$ cat src/verilog/qct_pkg.sv
// Shared constants and types of the quadrature and compare-match timer
package qct_pkg;

   // Channel and interrupt source counts
   localparam int unsigned QCT_NCH  = 2;
   localparam int unsigned QCT_NSRC = 5;

   // Interrupt source positions, highest priority first
   localparam int unsigned QCT_SRC_CH0_DN = 0;
   localparam int unsigned QCT_SRC_CH0_UP = 1;
   localparam int unsigned QCT_SRC_CH1_DN = 2;
   localparam int unsigned QCT_SRC_CH1_UP = 3;
   localparam int unsigned QCT_SRC_CMP    = 4;
   localparam logic [2:0]  QCT_NO_IRQ     = 3'h7;

   // Wait-state monitor bit positions; low nibble reads as zero
   localparam int unsigned QCT_MON_UP1  = 7;
   localparam int unsigned QCT_MON_DWN1 = 6;
   localparam int unsigned QCT_MON_UP0  = 5;
   localparam int unsigned QCT_MON_DWN0 = 4;

   // Normal-mode phase states, encoded from {A,B}
   localparam logic [1:0] QCT_PH_S1 = 2'h0;
   localparam logic [1:0] QCT_PH_S2 = 2'h1;
   localparam logic [1:0] QCT_PH_S3 = 2'h2;
   localparam logic [1:0] QCT_PH_S4 = 2'h3;

   // Channel 2 prescaler masks on the operating tick (/1, /4, /16, /64)
   localparam logic [5:0] QCT_PRE_MASK0 = 6'h00;
   localparam logic [5:0] QCT_PRE_MASK1 = 6'h03;
   localparam logic [5:0] QCT_PRE_MASK2 = 6'h0F;
   localparam logic [5:0] QCT_PRE_MASK3 = 6'h3F;

   // Values after reset
   localparam logic [7:0]  QCT_CNT8_RST   = 8'h00;
   localparam logic [15:0] QCT_CNT16_RST  = 16'h0000;
   localparam logic [15:0] QCT_COR_RST    = 16'hFFFF;
   localparam logic [7:0]  QCT_MON_RST    = 8'h00;

   typedef enum logic [1:0] {QCT_IDLE, QCT_WAIT_UP, QCT_WAIT_DN} qct_wait_t;

   // Software-written control bits, taken on the operating tick
   typedef struct packed {
      logic                count_speed_select;
      logic [2:0]          run;
      logic [1:0]          clk_select;
      logic                clear_on_match;
      logic [QCT_NSRC-1:0] irq_enable;
   } qct_ctrl_t;

   // Two phase inputs of one channel
   typedef struct packed {
      logic a;
      logic b;
   } qct_phase_t;

   typedef struct packed {
      logic                module_standby;
      logic                osc_prev;
      logic                half;
      logic [5:0]          pre;
      qct_ctrl_t           ctrl;
      qct_phase_t [1:0]    ph_prev;
      qct_wait_t [1:0]     wt;
      logic [1:0][7:0]     cnt8;
      logic [15:0]         cnt16;
      logic [15:0]         cor;
      logic [1:0]          pend8;
      logic [1:0][7:0]     wd8;
      logic                pend16;
      logic [15:0]         wd16;
      logic                pendcor;
      logic [15:0]         wdcor;
      logic [QCT_NSRC-1:0] flag;
      logic [QCT_NSRC-1:0] irq;
      logic [2:0]          irq_top;
      logic [7:0]          mon;
      logic                wakeup;
   } qct_state_t;

endpackage

$ cat src/verilog/qct_timer.sv
// Two quadrature up/down counters and one 16-bit compare-match counter
`timescale 1ns/1ps
`default_nettype none

module qct_timer
   import qct_pkg::*;
(
   // Clock and reset
   input  wire logic                     mclk,
   input  wire logic                     rst_n,
   // Slow oscillator and module standby control
   input  wire logic                     slow_osc_input,
   input  wire logic                     standby_cancel,
   input  wire logic                     standby_enter,
   // Control bits
   input  wire qct_pkg::qct_ctrl_t       ctrl,
   // Counter and constant writes
   input  wire logic [1:0]               cnt8_wr,
   input  wire logic [7:0]               cnt8_wdata0,
   input  wire logic [7:0]               cnt8_wdata1,
   input  wire logic                     cnt16_wr,
   input  wire logic [15:0]              cnt16_wdata,
   input  wire logic                     cor_wr,
   input  wire logic [15:0]              cor_wdata,
   // Flag clears and system standby
   input  wire logic [4:0]               flag_clr,
   input  wire logic                     in_sw_standby,
   input  wire logic                     wakeup_clr,
   // Encoder phases
   input  wire qct_pkg::qct_phase_t      chan0_phase,
   input  wire qct_pkg::qct_phase_t      chan1_phase,
   // Counter state
   output logic [7:0]                    phase_counter_8bit0,
   output logic [7:0]                    phase_counter_8bit1,
   output logic [15:0]                   match_counter_16bit,
   output logic [15:0]                   match_constant,
   output logic [7:0]                    wait_state_monitor,
   output logic                          module_standby,
   // Status and interrupts
   output logic [4:0]                    timer_status,
   output logic                          chan0_down_irq,
   output logic                          chan0_up_irq,
   output logic                          chan1_down_irq,
   output logic                          chan1_up_irq,
   output logic                          compare_irq,
   output logic [2:0]                    irq_top,
   output logic                          standby_wakeup_flag
);
   import qct_pkg::*;

   qct_state_t s;
   qct_state_t next_s;

   logic       osc_rise;
   logic       op_tick;
   logic       cnt_tick;
   logic       hit;
   logic [1:0] inc;
   logic [1:0] dec;

   function automatic logic [1:0] phase_state(input qct_phase_t p);
      case ({p.a, p.b})
         2'h0:    phase_state = QCT_PH_S1;
         2'h2:    phase_state = QCT_PH_S2;
         2'h3:    phase_state = QCT_PH_S3;
         default: phase_state = QCT_PH_S4;
      endcase
   endfunction

   function automatic logic prescale_hit(input logic [1:0] sel, input logic [5:0] pre);
      logic [5:0] m;
      case (sel)
         2'h0:    m = QCT_PRE_MASK0;
         2'h1:    m = QCT_PRE_MASK1;
         2'h2:    m = QCT_PRE_MASK2;
         default: m = QCT_PRE_MASK3;
      endcase
      prescale_hit = ((pre & m) == m);
   endfunction

   function automatic logic [2:0] top_source(input logic [QCT_NSRC-1:0] req);
      top_source = QCT_NO_IRQ;
      for (int k = QCT_NSRC - 1; k >= 0; k--) begin
         if (req[k]) begin
            top_source = 3'(k);
         end
      end
   endfunction

   always_comb begin
      qct_phase_t cur;
      qct_phase_t prv;
      logic [1:0] cs;
      logic [1:0] ps;
      next_s   = s;
      cur      = '0;
      prv      = '0;
      cs       = QCT_PH_S1;
      ps       = QCT_PH_S1;
      inc      = 2'h0;
      dec      = 2'h0;
      hit      = 1'b0;
      cnt_tick = 1'b0;

      // Operating clock is the slow oscillator divided by two
      osc_rise        = slow_osc_input & ~s.osc_prev;
      next_s.osc_prev = slow_osc_input;
      if (osc_rise) begin
         next_s.half = ~s.half;
      end
      op_tick = osc_rise & s.half & ~s.module_standby;

      // Module standby gates access and counting
      if (standby_cancel) begin
         next_s.module_standby = 1'b0;
      end
      if (standby_enter) begin
         next_s.module_standby = 1'b1;
      end

      // Writes are held until the next operating tick, except one made in a tick cycle, which is lost
      if (!s.module_standby) begin
         for (int i = 0; i < QCT_NCH; i++) begin
            if (cnt8_wr[i]) begin
               next_s.pend8[i] = 1'b1;
               next_s.wd8[i]   = (i == 0) ? cnt8_wdata0 : cnt8_wdata1;
            end
         end
         if (cnt16_wr) begin
            next_s.pend16 = 1'b1;
            next_s.wd16   = cnt16_wdata;
         end
         if (cor_wr) begin
            next_s.pendcor = 1'b1;
            next_s.wdcor   = cor_wdata;
         end
      end

      if (op_tick) begin
         next_s.ctrl = ctrl;
         next_s.pre  = s.pre + 6'h01;
         for (int i = 0; i < QCT_NCH; i++) begin
            if (s.pend8[i]) begin
               next_s.cnt8[i] = s.wd8[i];
            end
         end
         if (s.pend16) begin
            next_s.cnt16 = s.wd16;
         end
         if (s.pendcor) begin
            next_s.cor = s.wdcor;
         end
         next_s.pend8   = 2'h0;
         next_s.pend16  = 1'b0;
         next_s.pendcor = 1'b0;
      end

      // Flags: hardware set below wins over a clear in the same cycle
      next_s.flag = s.flag & ~flag_clr;

      for (int i = 0; i < QCT_NCH; i++) begin
         cur               = (i == 0) ? chan0_phase : chan1_phase;
         prv               = s.ph_prev[i];
         next_s.ph_prev[i] = cur;
         cs                = phase_state(cur);
         ps                = phase_state(prv);
         if (s.ctrl.run[i] && !s.module_standby) begin
            if (s.ctrl.count_speed_select) begin
               next_s.wt[i] = QCT_IDLE;
               inc[i] = (cur.a & prv.b & ~cur.b) | (~cur.a & ~prv.b & cur.b)
                      | (~prv.a & cur.a & ~cur.b) | (prv.a & ~cur.a & cur.b);
               dec[i] = (cur.a & ~prv.b & cur.b) | (~cur.a & prv.b & ~cur.b)
                      | (~prv.a & cur.a & cur.b) | (prv.a & ~cur.a & ~cur.b);
            end else if (cs != ps) begin
               case (s.wt[i])
                  QCT_WAIT_UP: begin
                     if (ps == QCT_PH_S4 && cs == QCT_PH_S1) begin
                        inc[i]       = 1'b1;
                        next_s.wt[i] = QCT_IDLE;
                     end else if (ps == QCT_PH_S1 && cs == QCT_PH_S4) begin
                        next_s.wt[i] = QCT_WAIT_DN;
                     end
                  end
                  QCT_WAIT_DN: begin
                     if (ps == QCT_PH_S2 && cs == QCT_PH_S1) begin
                        dec[i]       = 1'b1;
                        next_s.wt[i] = QCT_IDLE;
                     end else if (ps == QCT_PH_S1 && cs == QCT_PH_S2) begin
                        next_s.wt[i] = QCT_WAIT_UP;
                     end
                  end
                  default: begin
                     if (ps == QCT_PH_S1 && cs == QCT_PH_S2) begin
                        next_s.wt[i] = QCT_WAIT_UP;
                     end else if (ps == QCT_PH_S1 && cs == QCT_PH_S4) begin
                        next_s.wt[i] = QCT_WAIT_DN;
                     end
                  end
               endcase
            end
         end
         // Both conditions in one cycle would need a half-step; treat as no move
         if (inc[i] && !dec[i]) begin
            next_s.cnt8[i]         = next_s.cnt8[i] + 8'h01;
            next_s.flag[2 * i + 1] = 1'b1;
         end else if (dec[i] && !inc[i]) begin
            next_s.cnt8[i]         = next_s.cnt8[i] - 8'h01;
            next_s.flag[2 * i]     = 1'b1;
         end
      end

      // Channel 2 counts on the prescaled operating tick
      cnt_tick = op_tick & prescale_hit(s.ctrl.clk_select, s.pre);
      if (s.ctrl.run[2] && cnt_tick) begin
         if (s.cnt16 == s.cor) begin
            hit                      = 1'b1;
            next_s.flag[QCT_SRC_CMP] = 1'b1;
            next_s.cnt16 = s.ctrl.clear_on_match ? QCT_CNT16_RST : s.cnt16 + 16'h0001;
         end else begin
            next_s.cnt16 = s.cnt16 + 16'h0001;
         end
      end
      if (s.ctrl.run[2] && !next_s.ctrl.run[2]) begin
         next_s.cnt16 = QCT_CNT16_RST;
      end

      // Each source has its own enable and request line
      next_s.irq     = next_s.flag & next_s.ctrl.irq_enable;
      next_s.irq_top = top_source(next_s.irq);

      next_s.wakeup = s.wakeup & ~wakeup_clr;
      if (in_sw_standby && (|next_s.irq)) begin
         next_s.wakeup = 1'b1;
      end

      next_s.mon = QCT_MON_RST;
      if (!next_s.ctrl.count_speed_select) begin
         next_s.mon[QCT_MON_UP1]  = (next_s.wt[1] == QCT_WAIT_UP);
         next_s.mon[QCT_MON_DWN1] = (next_s.wt[1] == QCT_WAIT_DN);
         next_s.mon[QCT_MON_UP0]  = (next_s.wt[0] == QCT_WAIT_UP);
         next_s.mon[QCT_MON_DWN0] = (next_s.wt[0] == QCT_WAIT_DN);
      end
   end

   always_ff @(posedge mclk) begin
      if (!rst_n) begin
         s                <= '0;
         s.module_standby <= 1'b1;
         s.cor            <= QCT_COR_RST;
         s.cnt8           <= {QCT_CNT8_RST, QCT_CNT8_RST};
         s.cnt16          <= QCT_CNT16_RST;
         s.wt[0]          <= QCT_IDLE;
         s.wt[1]          <= QCT_IDLE;
         s.irq_top        <= QCT_NO_IRQ;
         s.mon            <= QCT_MON_RST;
      end else begin
         s <= next_s;
      end
   end

   assign phase_counter_8bit0 = s.cnt8[0];
   assign phase_counter_8bit1 = s.cnt8[1];
   assign match_counter_16bit = s.cnt16;
   assign match_constant      = s.cor;
   assign wait_state_monitor  = s.mon;
   assign module_standby      = s.module_standby;
   assign timer_status        = s.flag;
   assign chan0_down_irq      = s.irq[QCT_SRC_CH0_DN];
   assign chan0_up_irq        = s.irq[QCT_SRC_CH0_UP];
   assign chan1_down_irq      = s.irq[QCT_SRC_CH1_DN];
   assign chan1_up_irq        = s.irq[QCT_SRC_CH1_UP];
   assign compare_irq         = s.irq[QCT_SRC_CMP];
   assign irq_top             = s.irq_top;
   assign standby_wakeup_flag = s.wakeup;
endmodule

`default_nettype wire

$ cat config.mk
export PLATFORM = sky130hd
export DESIGN_NAME = qct_timer
export DESIGN_NICKNAME = d
export VERILOG_FILES = /design/src/verilog/qct_pkg.sv /design/src/verilog/qct_timer.sv
export SDC_FILE = /design/constraint.sdc
export NUM_CORES = 1
export LEC_CHECK = 0
export ABC_AREA = 1
export BUFFER_PORTS_ARGS = -buffer_cell sky130_fd_sc_hd__buf_2
export CORE_MARGIN = 3
export CORE_UTILIZATION = 35
export DETAILED_ROUTE_END_ITERATION = 12
export SLEW_MARGIN = 0
export SYNTH_ARGS = -nofsm -noshare
export SYNTH_HDL_FRONTEND = slang
export SYNTH_SLANG_ARGS = --single-unit
export TNS_END_PERCENT = 10
$ cat constraint.sdc
create_clock -name mclk -period 4.7 [get_ports mclk]
set_clock_uncertainty 0.15 [all_clocks]
set_input_delay 0.94 -clock mclk [delete_from_list [all_inputs] [get_ports mclk]]
set_output_delay 0.94 -clock mclk [all_outputs]
set_load 0.03 [all_outputs]
==> results of run 1 <==
-- path summary, 6_finish.rpt --
kind                                     start                endpoint  slack [ps]  cells past startpoint
worst max-delay path            chan0_phase[0]  phase_counter_8bit0[7]        1750                     16
worst min-delay path                     s[71]                   s[71]         310                      2
worst max register to register          s[126]  phase_counter_8bit0[7]        1890                     15
worst min register to register           s[71]                   s[71]         310                      2
-- power groups by stage --
stage	registers (mW)	logic, mW	clock network [mW]
after floorplan	1.31	0.118	0
after global placement	1.32	0.177	0
after detailed placement	1.32	0.179	0
after CTS	1.29	0.180	1.42
after global routing	1.29	0.205	1.48
final	1.29	0.178	1.39
-- stage by stage --
stage	hold WS [ps]	power, mW	util
floorplan	275	1.43	-
finish	307	2.85	0.407
CTS	309	2.89	0.407
global placement	293	1.49	0.380
detailed placement	299	1.49	0.380
global route	310	2.97	0.407
-- kinds of logic (layout without fill, tap and decap cells) --
| group | after synthesis | in the layout |
|---|---|---|
| AO/OA/AOI/OAI | 204 | 204 |
| XOR/XNOR | 21 | 21 |
| adder cells (fa/ha/maj) | 30 | 30 |
| buffers and inverters | 215 | 299 |
| flip-flops | 147 | 147 |
| other | 1 | 5 |
| AND/OR/NAND/NOR | 515 | 515 |
-- cell usage after synthesis (all sizes together) --
library cell  instances  area share
clkinv                1     0.00048
and3                  1     0.00080
o21bai                8      0.0076
dfxtp               147        0.37
inv                 120       0.058
a22oi                 1     0.00096
nor2                190       0.098
o311ai                2      0.0022
nor3b                 1     0.00096
nor4                  1     0.00080
a31o                  1      0.0011
nor3                  7      0.0051
nor2b                 1     0.00080
o221ai                1      0.0011
conb                  1     0.00048
or2                   8      0.0064
a21o                  1     0.00096
xnor2                17       0.019
nand3                47       0.032
xor2                  4      0.0045
ha                   30       0.048
a32oi                 1      0.0011
clkbuf               22       0.011
and2                  1     0.00080
nand2               246        0.12
o21ai               126       0.085
a21oi                60       0.038
o22ai                 1     0.00080
nand4                12      0.0096
buf                  72       0.068
o21a                  2      0.0019
-- area by class of cell --
class,count,share of cell area
inverter,121,0.0516
clock inverter,8,0.0144
sequential,147,0.329
antenna,1,0.000280
tap,280,0.0392
clock buffer,22,0.0519
timing repair buffer,148,0.0834
multi-input combinational,774,0.430
-- flip-flops by register name, summed over array words and instances (netlist names), 3 cells and up --
register	count
s	80
match_constant	16
match_counter_16bit	16
phase_counter_8bit0	8
phase_counter_8bit1	8
timer_status	5
wait_state_monitor	4
irq_top	3
-- tightest hold or removal path: stages (launching register included) --
cell,delay (ps)
dfxtp_1,300
inv_1,60
a21oi_1,60
-- routing by layer --
layer	GRT usage	part of all wire
met5	0	0.0018
met1	0.226	0.49
met3	0.0494	0.055
met2	0.247	0.43
met4	0.0542	0.023
==> results.sh, run 1 <==
export IMPL_min_path_type="reg2reg"
export IMPL_grt_start_max_net_pins=92
export IMPL_holdBufCountCts=0
export IMPL_grt_antenna_before_repair=4
export IMPL_synth_simple_gate_area_frac=0.276
export IMPL_cts_tree="yes"
export IMPL_slowest_stage="ha_1"
export IMPL_cts_setup_buffers=0
export IMPL_track_usage=0.165
export IMPL_cts_resized_gates=0
export IMPL_initial_core_util=0.358
export IMPL_synth_compound_area_frac=0.141
export IMPL_fin_area_um2=8940
export IMPL_place_congestion=0.839
export IMPL_drt_wl_total_mm=20.1
export IMPL_p_comb_frac=0.063
export IMPL_h_tree_depth=4
export IMPL_start_kind="input port"
export IMPL_regArea_um2=2940
export IMPL_worstMarginPinSlew_ps=974
export IMPL_worst_path_dominant_cell_family="simple AND/OR/NAND/NOR gates"
export IMPL_setup_violations_final=0
export IMPL_hpwl_mm=15.1
export IMPL_place_area_um2=8350
export IMPL_final_setup_tns_ps=0
export IMPL_clockPowerShare=0.486
export IMPL_powerDensity_nw_per_um2=319
export IMPL_syn_inst=1133
export IMPL_cts_sinks=147
export IMPL_swShare=0.230
export IMPL_drt_iter0_drc=411
export IMPL_numPortBuffers=146
export IMPL_fmax_mhz=338
export IMPL_seq_area_frac_synth=0.375
export IMPL_mostFrequentLayoutCell="nand2_1"
export IMPL_endpoint_kind="flop"
export IMPL_critPathMaxFanout=11
export IMPL_layout_common_cells="238 x nand2_1, 181 x nor2_1, 147 x dfxtp_1"
export IMPL_power_switching_mw=0.657
export IMPL_required_ps=4910
export IMPL_grt_pass1_vias=6275
export IMPL_cts_buffer_depth=2
export IMPL_drt_pre_antenna_iters=5
export IMPL_core_region_area_um2=22000
export IMPL_io_pins=151
export IMPL_cpMostUsedCell="nand2_1"
export IMPL_synth_warning_count=0
export IMPL_rows=54
export IMPL_multiInputGateArea_um2=3850
export IMPL_leakagePower_nw=4.18
export IMPL_final_hold_viol_count=0
export IMPL_timing_final_crit_share=0.629
export IMPL_dp_cells=1470
export IMPL_drc_errors=0
export IMPL_wire_per_inst_um=13.4
export IMPL_via_per_inst=4.61
export IMPL_ir_worst_vdd_mv=0.134
export IMPL_rsz0062_at_grt="no"
export IMPL_synth_area_mux_share=0
export IMPL_p_int_mw=2.20
export IMPL_dr_total_vias=6924
export IMPL_post_place_ws_ps=1360
export IMPL_grt_pass1_wl_mm=32.1
export IMPL_worstSkewPairLatency_ps=420
export IMPL_gr_total_overflow=0
export IMPL_min_period_ps=2950
export IMPL_dieWidth_um=156
export IMPL_cts_buffers_inserted=17
export IMPL_layout_drive_gt1_share=0.177
export IMPL_final_cells=1501
export IMPL_synth_ff_latch_count=147
export IMPL_seq_power_share=0.451
export IMPL_status="finished clean"
export IMPL_cts_root_buf="clkbuf_16"
export IMPL_cp_cell_sequence="buf_2 > inv_1 > ha_1 > inv_1 > nand2_1 > nand2_1 > nand3_1 > nand2_1 > a21oi_1 > nand2_1 > nand2_1 > nand2_1 > nor2_4 > nand3_1 > nor2b_1 > nor2_2"
export IMPL_arrival_ps=3170
export IMPL_fin_nets=1319
export IMPL_worst_slack_ps=1750
export IMPL_ant_nets=0
export IMPL_die_h_um=156
export IMPL_cp_buffers_inverters=3
export IMPL_syn_avg_cell_area_um2=6.93
export IMPL_dieArea_um2=24300
export IMPL_crit_type="in2reg"
export IMPL_synth_adder_area_share=0.0478
export IMPL_synth_top_family_by_area="simple AND/OR/NAND/NOR gates"
export IMPL_clk_pin_slew_ps=60
export IMPL_critPathMaxStageDelay_ps=300
export IMPL_area_growth_synth_to_final_pct=13.9
export IMPL_drv_slew=0
export IMPL_max_cap_violations=0
export IMPL_fillerInstances=2316
export IMPL_synth_cell_types=48
export IMPL_synthesis_area_um2=7860
export IMPL_maxSlewHeadroom=0.348
export IMPL_synth_xor_area_frac=0.0234
(Power assumes the default switching activity.)
==> inputs of run 2 (changes only) <==
clock period = 3.03 ns   (was 4.7 ns; I/O delays follow)
==> results.sh, run 2 (synthesized netlist as in run 1, its figures left out) <==
export IMPL_swShare=0.230
export IMPL_hpwl_mm=15.2
export IMPL_fmax_mhz=381
export IMPL_timing_final_crit_share=0.867
export IMPL_grt_pass1_wl_mm=32.2
export IMPL_cts_root_buf="clkbuf_16"
export IMPL_drc_errors=0
export IMPL_use_met2=0.255
export IMPL_worstMarginPinSlew_ps=549
export IMPL_dieArea_um2=24300
export IMPL_worstSkewPairLatency_ps=420
export IMPL_seq_power_share=0.439
export IMPL_ff2ff_path_depth=16
export IMPL_grtUsageMet1=0.230
export IMPL_cts_tree="yes"
export IMPL_min_path_type="in2reg"
export IMPL_clockPowerShare=0.499
export IMPL_dp_cells=1477
export IMPL_largest_reg_flops=80
export IMPL_place_congestion=0.842
export IMPL_min_period_ps=2630
export IMPL_rsz0062_at_grt="no"
export IMPL_use_met3=0.0374
export IMPL_cts_buffer_depth=2
export IMPL_maxSlewHeadroom=0.631
export IMPL_leakagePower_nw=4.25
export IMPL_start_kind="flop"
export IMPL_grt_pass1_vias=6408
export IMPL_regMostFlops="s"
export IMPL_holdPathStages=2
export IMPL_critPathMaxFanout=7
export IMPL_holdBufCountCts=0
export IMPL_diodes=0
export IMPL_crit_type="reg2reg"
export IMPL_p_int_mw=3.51
export IMPL_rows=54
export IMPL_final_setup_tns_ps=0
export IMPL_p_total_mw=4.55
export IMPL_power_switching_mw=1.05
export IMPL_regArea_um2=2940
export IMPL_track_usage=0.165
export IMPL_gr_max_usage_layer="met2"
export IMPL_layout_drive_gt1_share=0.186
export IMPL_cts_setup_buffers=0
export IMPL_drt_iter0_drc=291
export IMPL_cts_sinks=147
export IMPL_gr_total_overflow=0
export IMPL_core_region_area_um2=22000
export IMPL_max_cap_violations=0
export IMPL_mostFrequentLayoutCell="nand2_1"
export IMPL_final_cells=1509
export IMPL_layout_common_cells="237 x nand2_1, 181 x nor2_1, 147 x dfxtp_1"
export IMPL_fin_area_um2=9050
export IMPL_final_hold_viol_count=0
export IMPL_multiInputGateArea_um2=3850
export IMPL_status="finished clean"
export IMPL_clk_pin_slew_ps=70
export IMPL_numPortBuffers=146
export IMPL_required_ps=3240
export IMPL_ir_worst_vdd_mv=0.237
export IMPL_drt_pre_antenna_iters=4
export IMPL_place_area_um2=8410
export IMPL_io_pins=151
export IMPL_h_tree_depth=4
export IMPL_p_comb_frac=0.062
export IMPL_area_growth_synth_to_final_pct=15.2
export IMPL_grt_start_max_net_pins=61
export IMPL_drv_slew=0
export IMPL_via_per_inst=4.60
export IMPL_cts_resized_gates=0
export IMPL_ant_nets=0
export IMPL_grt_antenna_before_repair=0
export IMPL_arrival_ps=2830
export IMPL_dr_total_vias=6940
export IMPL_setup_violations_final=0
export IMPL_drt_wl_total_mm=20.1
export IMPL_initial_core_util=0.358
export IMPL_dieWidth_um=156
export IMPL_fillerInstances=2330
export IMPL_fin_nets=1326
export IMPL_die_h_um=156
export IMPL_cts_buffers_inserted=17
export IMPL_endpoint_kind="flop"
export IMPL_powerDensity_nw_per_um2=503
export IMPL_wire_per_inst_um=13.3
## run 2: worst paths after layout
path                            end  slack, ps            from
min                  module_standby        230  standby_cancel
min reg2reg                   s[71]        310           s[71]
max          phase_counter_8bit0[7]        400          s[126]
max reg2reg  phase_counter_8bit0[7]        400          s[126]
## run 2: power by group through the flow
stage	combinational, mW	clock (mW)	sequential (mW)
final	0.284	2.27	2.00
after global routing	0.327	2.40	2.00
after CTS	0.287	2.32	2.00
after detailed placement	0.286	0	2.04
after global placement	0.283	0	2.04
after floorplan	0.183	0	2.03
## run 2: critical path, stage by stage (launching register included)
cell and delay, ps:
dfxtp_1 480, inv_1 130, ha_1 330, inv_1 60, nand2_1 40, nand2_1 50, nand3_1 130, nand2_1 120
nand2_1 50, nand2_1 60, nand3_1 240, nand2_1 200, nand2_1 100, nor2_4 120, nand3_1 70, nor2b_1 140
nor2_2 90
## run 2: per-layer routing
metal	vias up	wire length [um]
met5	-	0
met4	0	294
met3	18	736
met2	141	8760
met1	3079	10300
li1	3702	-
## run 2: final cells by class
cell class,count,area share
clock buffers,20,0.0505
multi-input cells,774,0.425
inverters,121,0.0510
clock inverters,12,0.0198
flip-flops and latches,147,0.325
repair buffers,155,0.0896
well taps,280,0.0387
## run 2: stage by stage
step	utilization	worst slack [ps]	hold slack, ps
after floorplan	-	621	275
after global placement	0.383	182	295
after detailed placement	0.383	106	305
after CTS	0.412	354	206
after global routing	0.412	95.8	216
final	0.412	403	230
==> inputs of run 3 (changes only) <==
MAX_ROUTING_LAYER = met4   (was unset)
==> results.sh, run 3 (synthesized netlist as in run 1, its figures left out) <==
export IMPL_hpwl_mm=15.2
export IMPL_io_pins=151
export IMPL_drt_wl_total_mm=20.2
export IMPL_ff2ff_path_depth=16
export IMPL_largest_reg_flops=80
export IMPL_dieArea_um2=24300
export IMPL_required_ps=3240
export IMPL_layout_drive_gt1_share=0.186
export IMPL_gr_total_overflow=0
export IMPL_track_usage=0.170
export IMPL_regMostFlops="s"
export IMPL_dr_total_vias=6952
export IMPL_rows=54
export IMPL_final_hold_viol_count=0
export IMPL_area_growth_synth_to_final_pct=15.2
export IMPL_cts_setup_buffers=0
export IMPL_reg2reg_from="s[126]"
export IMPL_worstMarginPinSlew_ps=546
export IMPL_clk_pin_slew_ps=70
export IMPL_grt_pass1_vias=6398
export IMPL_wire_per_inst_um=13.4
export IMPL_setup_violations_final=0
export IMPL_max_cap_violations=0
export IMPL_drt_iter0_drc=286
export IMPL_status="finished clean"
export IMPL_powerDensity_nw_per_um2=503
export IMPL_min_path_type="in2reg"
export IMPL_initial_core_util=0.358
export IMPL_fmax_mhz=381
export IMPL_h_tree_depth=4
export IMPL_drt_pre_antenna_iters=4
export IMPL_timing_final_crit_share=0.867
export IMPL_die_h_um=156
export IMPL_final_cells=1509
export IMPL_grt_antenna_before_repair=0
export IMPL_cts_sinks=147
export IMPL_holdBufCountCts=0
export IMPL_layout_common_cells="237 x nand2_1, 181 x nor2_1, 147 x dfxtp_1"
export IMPL_mostFrequentLayoutCell="nand2_1"
export IMPL_fin_nets=1326
export IMPL_drc_errors=0
export IMPL_cts_root_buf="clkbuf_16"
export IMPL_cts_resized_gates=0
export IMPL_endpoint_kind="flop"
export IMPL_crit_type="reg2reg"
export IMPL_start_kind="flop"
export IMPL_leakagePower_nw=4.25
export IMPL_cts_buffers_inserted=17
export IMPL_ir_worst_vdd_mv=0.239
export IMPL_arrival_ps=2830
export IMPL_holdPathStages=2
export IMPL_core_region_area_um2=22000
export IMPL_numPortBuffers=146
export IMPL_final_setup_tns_ps=0
export IMPL_drv_slew=0
export IMPL_maxSlewHeadroom=0.636
export IMPL_diodes=0
export IMPL_cts_buffer_depth=2
export IMPL_rsz0062_at_grt="no"
export IMPL_worstSkewPairLatency_ps=420
export IMPL_grt_start_max_net_pins=61
export IMPL_place_congestion=0.855
export IMPL_critPathMaxFanout=7
export IMPL_grt_pass1_wl_mm=32.2
export IMPL_dieWidth_um=156
export IMPL_crit_start="s[126]"
export IMPL_via_per_inst=4.61
export IMPL_min_period_ps=2630
export IMPL_dp_cells=1477
export IMPL_min_from="standby_cancel"
export IMPL_ant_nets=0
export IMPL_cts_tree="yes"
[run 3: power breakdown]
group,total [mW],internal (mW),switching [mW]
registers,2.00,1.97,0.0264
logic,0.284,0.109,0.175
clock network,2.27,1.43,0.847
[run 3: metal layers]
layer | vias to the layer above | part of all wire | GRT usage
met5 | - | 0 | -
met4 | 0 | 0.015 | 0.0488
met3 | 21 | 0.033 | 0.0338
met2 | 139 | 0.44 | 0.255
met1 | 3093 | 0.52 | 0.233
li1 | 3699 | - | -
[run 3: final timing paths]
| path | endpoint | slack [ps] |
|---|---|---|
| worst max-delay path | phase_counter_8bit0[7] | 400 |
| worst max register to register | phase_counter_8bit0[7] | 400 |
| worst min register to register | s[71] | 310 |
| worst min-delay path | module_standby | 230 |
[run 3: critical path, stage by stage, from the launching register on]
cell,delay (ps)
dfxtp_1,480
inv_1,130
ha_1,330
inv_1,60
nand2_1,40
nand2_1,50
nand3_1,130
nand2_1,120
nand2_1,50
nand2_1,60
nand3_1,240
nand2_1,200
nand2_1,100
nor2_4,120
nand3_1,70
nor2b_1,140
nor2_2,90
[run 3: through the flow]
step / setup WS (ps) / area [um^2] / utilization / total power, mW / hold slack [ps]
3_3_place_gp: 182 / 8410 / 0.383 / 2.32 / 295
5_1_grt: 90.6 / 9050 / 0.412 / 4.73 / 216
4_1_cts: 354 / 9050 / 0.412 / 4.60 / 206
3_5_place_dp: 106 / 8410 / 0.383 / 2.33 / 305
2_1_floorplan: 621 / 7870 / - / 2.22 / 275
6_report: 403 / 9050 / 0.412 / 4.55 / 230
[run 3: area by class of cell]
type / instances / area, um^2
Inverter: 121 / 462
Timing Repair Buffer: 155 / 811
Multi-Input combinational cell: 774 / 3850
Clock buffer: 20 / 457
Clock inverter: 12 / 179
Tap cell: 280 / 350
Fill cell: 2330 / 12900
Sequential cell: 147 / 2940
